`src/common/oag_pkg.sv`:
```
package oag_pkg;

  // ****************************************
  // Widths and register file shape
  // ****************************************
  localparam int ADDR_W = 16;
  localparam int DATA_W = 8;
  localparam int BANKS = 4;
  localparam int REGS = 8;
  localparam int PAIRS = 4;

  // ****************************************
  // Register codes within a bank
  // ****************************************
  localparam logic [2:0] OAG_REG_IDX_ONE = 3'h3;
  localparam logic [2:0] OAG_REG_IDX_TWO = 3'h2;
  localparam logic [1:0] OAG_PAIR_PTR_TWO = 2'h2;
  localparam logic [1:0] OAG_PAIR_BASE = 2'h3;

  // ****************************************
  // Reset values and stack region
  // ****************************************
  localparam logic [DATA_W-1:0] OAG_REG_RST = 8'h00;
  localparam logic [ADDR_W-1:0] OAG_SP_RST = 16'hFF00;
  localparam logic [ADDR_W-1:0] OAG_ADDR_RST = 16'h0000;
  localparam logic [ADDR_W-1:0] OAG_HSRAM_LO = 16'hFB00;
  localparam logic [ADDR_W-1:0] OAG_HSRAM_HI = 16'hFEFF;
  localparam logic [ADDR_W-1:0] OAG_ONE = 16'h0001;
  localparam logic [7:0] OAG_ZERO_HI = 8'h00;

  // ****************************************
  // Modes and stack causes
  // ****************************************
  typedef enum logic [1:0] {
    OAG_MODE_INDIRECT,
    OAG_MODE_BASED,
    OAG_MODE_INDEXED,
    OAG_MODE_STACK
  } oag_mode_type;

  typedef enum logic [2:0] {
    OAG_STK_PUSH,
    OAG_STK_POP,
    OAG_STK_CALL,
    OAG_STK_RET,
    OAG_STK_INT_SAVE,
    OAG_STK_INT_RESTORE
  } oag_stack_cause_type;

  function automatic logic oag_in_hsram(input logic [ADDR_W-1:0] a);
    oag_in_hsram = (a >= OAG_HSRAM_LO) && (a <= OAG_HSRAM_HI);
  endfunction : oag_in_hsram

  function automatic logic oag_is_down(input oag_stack_cause_type c);
    oag_is_down = (c == OAG_STK_PUSH) || (c == OAG_STK_CALL) || (c == OAG_STK_INT_SAVE);
  endfunction : oag_is_down

endpackage : oag_pkg

```
`src/common/oag_rf_if.sv`:
```
interface oag_rf_if;
  import oag_pkg::*;
  logic [1:0] rd_bank;
  logic [2:0] rd_code;
  logic [1:0] rd_pair_code;
  logic [DATA_W-1:0] rd_byte;
  logic [ADDR_W-1:0] rd_pair;
  logic [ADDR_W-1:0] base_pair;
  logic [ADDR_W-1:0] ptr_pair;
  logic [DATA_W-1:0] idx_one;
  logic [DATA_W-1:0] idx_two;
  logic wr_en;
  logic [1:0] wr_bank;
  logic [2:0] wr_code;
  logic [DATA_W-1:0] wr_data;
  logic [ADDR_W-1:0] sp;
  logic sp_step;
  logic [ADDR_W-1:0] sp_step_data;
  logic sp_load;
  logic [ADDR_W-1:0] sp_load_data;

  modport core (
    output rd_bank, rd_code, rd_pair_code, wr_en, wr_bank, wr_code, wr_data,
    output sp_step, sp_step_data, sp_load, sp_load_data,
    input rd_byte, rd_pair, base_pair, ptr_pair, idx_one, idx_two, sp
  );
  modport bank (
    input rd_bank, rd_code, rd_pair_code, wr_en, wr_bank, wr_code, wr_data,
    input sp_step, sp_step_data, sp_load, sp_load_data,
    output rd_byte, rd_pair, base_pair, ptr_pair, idx_one, idx_two, sp
  );
endinterface : oag_rf_if

```
`src/hdl/oag_regbank.sv`:
```
module oag_regbank
  import oag_pkg::*;
(
  // Clock and reset
  input wire logic clk,
  input wire logic reset_n,
  input wire logic clk_en,
  // Register file access
  oag_rf_if.bank rf
);

  logic [DATA_W-1:0] regs_reg [BANKS][REGS];
  logic [ADDR_W-1:0] sp_reg;
  logic [ADDR_W-1:0] pair_w [PAIRS];

  // ****************************************
  // Pairs of the active bank
  // ****************************************
  genvar gp;
  generate
    for (gp = 0; gp < PAIRS; gp++) begin : g_pair
      assign pair_w[gp] = {regs_reg[rf.rd_bank][2*gp+1], regs_reg[rf.rd_bank][2*gp]};
    end
  endgenerate

  assign rf.rd_byte = regs_reg[rf.rd_bank][rf.rd_code];
  assign rf.rd_pair = pair_w[rf.rd_pair_code];
  assign rf.base_pair = pair_w[OAG_PAIR_BASE];
  assign rf.ptr_pair = pair_w[OAG_PAIR_PTR_TWO];
  assign rf.idx_one = regs_reg[rf.rd_bank][OAG_REG_IDX_ONE];
  assign rf.idx_two = regs_reg[rf.rd_bank][OAG_REG_IDX_TWO];
  assign rf.sp = sp_reg;

  // ****************************************
  // Storage
  // ****************************************
  always_ff @(posedge clk or negedge reset_n) begin
    if (!reset_n) begin
      for (int b = 0; b < BANKS; b++) begin
        for (int r = 0; r < REGS; r++) begin
          regs_reg[b][r] <= OAG_REG_RST;
        end
      end
    end else if (clk_en && rf.wr_en) begin
      regs_reg[rf.wr_bank][rf.wr_code] <= rf.wr_data;
    end
  end

  // A direct load from the core wins over a stack step in the same cycle
  always_ff @(posedge clk or negedge reset_n) begin
    if (!reset_n) begin
      sp_reg <= OAG_SP_RST;
    end else if (clk_en && rf.sp_load) begin
      sp_reg <= rf.sp_load_data;
    end else if (clk_en && rf.sp_step) begin
      sp_reg <= rf.sp_step_data;
    end
  end

endmodule : oag_regbank

```
`src/hdl/oag_top.sv`:
```
module oag_top
  import oag_pkg::*;
(
  // Clock and reset
  input wire logic clk,
  input wire logic reset_n,
  input wire logic clk_en,
  // Bank choice
  input wire logic [1:0] bank_select_flags,
  // Address request
  input wire logic req_valid,
  input wire oag_pkg::oag_mode_type req_mode,
  input wire logic ptr_sel_base,
  input wire logic idx_sel_two,
  input wire logic [oag_pkg::DATA_W-1:0] imm_offset,
  input wire oag_pkg::oag_stack_cause_type stack_cause,
  // Register read
  input wire logic [2:0] reg_code,
  input wire logic [1:0] pair_code,
  // Register write
  input wire logic reg_wr_en,
  input wire logic [2:0] reg_wr_code,
  input wire logic [oag_pkg::DATA_W-1:0] reg_wr_data,
  input wire logic sp_load,
  input wire logic [oag_pkg::ADDR_W-1:0] sp_load_data,
  // Address result
  output logic addr_valid,
  output logic [oag_pkg::ADDR_W-1:0] addr_out,
  output logic addr_is_stack,
  output logic stack_fault,
  // Register read result
  output logic [oag_pkg::DATA_W-1:0] reg_rd_data,
  output logic [oag_pkg::ADDR_W-1:0] pair_rd_data,
  output logic [oag_pkg::ADDR_W-1:0] stack_pointer
);
  import oag_pkg::*;

  oag_rf_if rf ();

  oag_regbank u_bank (
    .clk(clk),
    .reset_n(reset_n),
    .clk_en(clk_en),
    .rf(rf.bank)
  );

  // ****************************************
  // Register file hookup
  // ****************************************
  wire take = clk_en && req_valid;
  assign rf.rd_bank = bank_select_flags;
  assign rf.rd_code = reg_code;
  assign rf.rd_pair_code = pair_code;
  assign rf.wr_en = reg_wr_en;
  assign rf.wr_bank = bank_select_flags;
  assign rf.wr_code = reg_wr_code;
  assign rf.wr_data = reg_wr_data;
  assign rf.sp_load = sp_load;
  assign rf.sp_load_data = sp_load_data;

  // ****************************************
  // Address forming
  // ****************************************
  // 16-bit sums on purpose: the carry out of bit 15 is lost, so the address wraps
  wire [ADDR_W-1:0] ind_addr = ptr_sel_base ? rf.base_pair : rf.ptr_pair;
  wire [ADDR_W-1:0] based_addr = rf.base_pair + {OAG_ZERO_HI, imm_offset};
  wire [DATA_W-1:0] idx_val = idx_sel_two ? rf.idx_two : rf.idx_one;
  wire [ADDR_W-1:0] indexed_addr = rf.base_pair + {OAG_ZERO_HI, idx_val};
  wire stk_down = oag_is_down(stack_cause);
  wire [ADDR_W-1:0] stk_addr = stk_down ? rf.sp - OAG_ONE : rf.sp;
  wire [ADDR_W-1:0] sp_after = stk_down ? stk_addr : rf.sp + OAG_ONE;
  wire stk_ok = oag_in_hsram(stk_addr);
  wire is_stack = (req_mode == OAG_MODE_STACK);
  wire [ADDR_W-1:0] sel_addr =
    (req_mode == OAG_MODE_INDIRECT) ? ind_addr :
    (req_mode == OAG_MODE_BASED) ? based_addr :
    (req_mode == OAG_MODE_INDEXED) ? indexed_addr : stk_addr;
  wire good = !is_stack || stk_ok;

  // A refused stack access leaves the stack pointer where it was
  assign rf.sp_step = req_valid && is_stack && stk_ok;
  assign rf.sp_step_data = sp_after;

  // ****************************************
  // Output registers
  // ****************************************
  logic addr_valid_reg;
  logic addr_valid_next;
  logic [ADDR_W-1:0] addr_reg;
  logic addr_stack_reg;
  logic stack_fault_reg;
  logic stack_fault_next;
  logic [DATA_W-1:0] reg_data_reg;
  logic [ADDR_W-1:0] pair_data_reg;

  assign addr_valid_next = take && good;
  assign stack_fault_next = take && !good;

  always_ff @(posedge clk or negedge reset_n) begin
    if (!reset_n) begin
      addr_valid_reg <= 1'b0;
      stack_fault_reg <= 1'b0;
    end else if (clk_en) begin
      addr_valid_reg <= addr_valid_next;
      stack_fault_reg <= stack_fault_next;
    end
  end

  always_ff @(posedge clk or negedge reset_n) begin
    if (!reset_n) begin
      addr_reg <= OAG_ADDR_RST;
      addr_stack_reg <= 1'b0;
    end else if (take && good) begin
      addr_reg <= sel_addr;
      addr_stack_reg <= is_stack;
    end
  end

  always_ff @(posedge clk or negedge reset_n) begin
    if (!reset_n) begin
      reg_data_reg <= OAG_REG_RST;
      pair_data_reg <= OAG_ADDR_RST;
    end else if (clk_en) begin
      reg_data_reg <= rf.rd_byte;
      pair_data_reg <= rf.rd_pair;
    end
  end

  assign addr_valid = addr_valid_reg;
  assign addr_out = addr_reg;
  assign addr_is_stack = addr_stack_reg;
  assign stack_fault = stack_fault_reg;
  assign reg_rd_data = reg_data_reg;
  assign pair_rd_data = pair_data_reg;
  assign stack_pointer = rf.sp;
endmodule : oag_top

```
`config.mk`:
```
export PLATFORM = sky130hd
export DESIGN_NAME = oag_top
export DESIGN_NICKNAME = d
export VERILOG_FILES = /design/src/common/oag_pkg.sv /design/src/common/oag_rf_if.sv /design/src/hdl/oag_regbank.sv /design/src/hdl/oag_top.sv
export SDC_FILE = /design/constraint.sdc
export NUM_CORES = 1
export LEC_CHECK = 0
export BUFFER_PORTS_ARGS = -buffer_cell sky130_fd_sc_hd__buf_2
export CAP_MARGIN = 20
export CELL_PAD_IN_SITES_DETAIL_PLACEMENT = 1
export CELL_PAD_IN_SITES_GLOBAL_PLACEMENT = 1
export CORE_UTILIZATION = 50
export DETAILED_ROUTE_END_ITERATION = 8
export HOLD_SLACK_MARGIN = 0.1
export PLACE_DENSITY_LB_ADDON = 0.1
export SLEW_MARGIN = 20
export SYNTH_ARGS = -nofsm -noshare
export SYNTH_HDL_FRONTEND = slang
export SYNTH_SLANG_ARGS = --single-unit
```
`constraint.sdc`:
```
create_clock -name clk -period 5.89 [get_ports clk]
set_input_delay 1.178 -clock clk [delete_from_list [all_inputs] [get_ports clk]]
set_output_delay 1.178 -clock clk [all_outputs]
set_load 0.005 [all_outputs]
```
==> impl_metrics.tcl <==
set metrics [dict create \
    status "completed" \
    postCtsResizedCells 0 \
    avgSynthCellArea_um2 13.7 \
    synth_warnings 0 \
    vias 10810 \
    synth.top_cell.area_share 0.461 \
    antenna_found_initial 1 \
    htreeDepth 2 \
    end_kind "flip-flop" \
    synthesis.instances 1211 \
    cp-start-kind "input pin" \
    clockRootBuffer "clkbuf_16" \
    vdd_ir_drop_max_uv 210 \
    gp_congestion 0.882 \
    layout_commonest_cell "dfrtp_1" \
    wl_per_cell_um 26.2 \
    critPathKind "in2reg" \
    grt_pass1_wl_mm 71.4 \
    die_w_um 184 \
    cts_tree "done" \
    yosys.area.top_type "dfrtp_1" \
    layout_min_cycle_time_ps 4580 \
    period_share 0.778 \
    hold_violations 0 \
    cts_buffers 37 \
    dp_cells 1696 \
    clk_pin_slew_ps 60 \
    post_cts_buffers 0 \
    utilization 0.574 \
    die_h_um 184 \
    syn_nets 1288 \
    final_cells 1759 \
    setup_tns_ps 0 \
    coreArea_mm2 0.0326 \
    drv_slew 0 \
    dp_hpwl_mm 32.6 \
    port_buffers 113 \
    fin_skew_ps 21.0 \
    rows 66 \
    clockBufferDepth 3 \
    drc_errors 0 \
    required_ps 6280 \
    drv_cap 0 \
    dieArea_mm2 0.0340 \
    synth_area_leaders "dfrtp_1, mux2_2, mux4_2, ha_1, clkbuf_1" \
    start_util 0.510 \
    vias_per_cell 6.15 \
    antenna_cells 0 \
    largest_register_ffs 256 \
    postSynth.asyncResetShare 1.00 \
    drtAntennaViolNets 0 \
    wl_mm 46.1 \
    grt_start_max_net_pins 123 \
    synth-seq-cells 315 \
    area_growth_pct 12.6 \
    powerDensity_mw_per_mm2 329 \
    path_max_fanout 33 \
    dr.pass1.iters 5 \
    layout_common_cells "dfrtp_1, mux2_2, buf_2" \
    drtIter0Drc 603 \
    max_freq_mhz 218 \
    grt_pass1_vias 11552 \
    worstMarginPinSlew_ps 1050 \
    setup_viol 0 \
    rsz0062_at_grt "no" \
    holdBufCountCts 0 \
    synth_edf_count 0 \
    synth.distinct_cells 68 \
    globalRouteTotalUtil 0.283 \
    p_leak_nw 8.44 \
    synth_seq_area_share 0.474 \
    nets 1370 \
    syn_area_mm2 0.0166 \
    synth_flop_cell "dfrtp_1" \
    ioPinCount 114 \
    cts.sinks 315 \
    critPathArrivalTime_ps 4980 \
    clk_latency_ps 520 \
    drive_above_1_share 0.456 \
    overflow 0 \
    hp-class "reg2reg" \
    max_slew_margin 0.300 \
]
## per-layer routing
metal	routed length [um]	track usage	part of all wire
met1	21000	0.407	0.46
met2	21100	0.441	0.46
met3	2750	0.0510	0.060
met4	1190	0.0770	0.026
met5	0	0	0
## cells by family after synthesis
kind of cell / after synthesis / share of synthesized area
fa+ha+maj: 22 / 0.0174
xor+xnor: 35 / 0.0184
buf+inv: 97 / 0.0247
compound gates: 111 / 0.0461
simple gates: 205 / 0.0633
flops: 315 / 0.474
mux: 426 / 0.356
## final cells by class
type                            count  area (um2)
Inverter                           13        48.8
Sequential cell                   315        7890
Tap cell                          442         553
Clock inverter                      8         129
Timing Repair Buffer              127         708
Clock buffer                       55        1040
Multi-Input combinational cell    799        8360
Fill cell                        3183       13900
## worst paths after layout
path | slack [ps] | depth (start not counted) | startpoint | endpoint
max in group asynchronous | 3930 | 2 | reset_n | u_bank.regs_reg[67]$_DFFE_PN0P_
setup / recovery | 1310 | 11 | bank_select_flags[0] | addr_out[15]$_DFFE_PN0P_
hold reg to reg | 500 | 1 | addr_valid$_DFFE_PN0P_ | addr_valid$_DFFE_PN0P_
min in group asynchronous | 700 | 1 | reset_n | u_bank.regs_reg[122]$_DFFE_PN0P_
setup reg to reg | 2310 | 11 | u_bank.regs_reg[105]$_DFFE_PN0P_ | addr_out[15]$_DFFE_PN0P_
hold / removal | 500 | 1 | addr_valid$_DFFE_PN0P_ | addr_valid$_DFFE_PN0P_
## Yosys cell counts (14+ instances only)
| cell | count |
|---|---|
| mux4_2 | 102 |
| mux2i_1 | 19 |
| xnor2_1 | 23 |
| nand3_1 | 18 |
| nor2_1 | 54 |
| mux2_2 | 297 |
| o21ai_0 | 22 |
| clkbuf_1 | 58 |
| ha_1 | 20 |
| and2_1 | 14 |
| a21oi_1 | 21 |
| nor3_1 | 17 |
| dfrtp_1 | 307 |
| nand2_1 | 51 |
## worst max-delay path: stages
cell and delay [ps]:
buf_4 520, buf_4 340, mux4_2 660, ha_1 350, a211oi_1 340, o21a_1 250, o21bai_1 140, and4_1 280
mux2_2 280, a221o_1 340, mux2_2 260
## through the flow
stage          hold slack [ps]  area, um2  power (mW)  setup slack, ps
4_1_cts                    490      18700        6.21             1300
5_1_grt                    506      18700        6.43              988
3_5_place_dp               476      17500        3.94              780
6_report                   497      18700        6.16             1310
2_1_floorplan              467      16600        3.47              913
3_3_place_gp               460      17500        3.89              832
## power by group
group          switching (mW)  leakage [nW]  internal, mW
clock                   0.890         0.568          1.36
sequential              0.189          4.12          2.48
combinational           0.616          3.75         0.630
total                    1.69          8.44          4.47
Power figures use the tool's default switching activity.
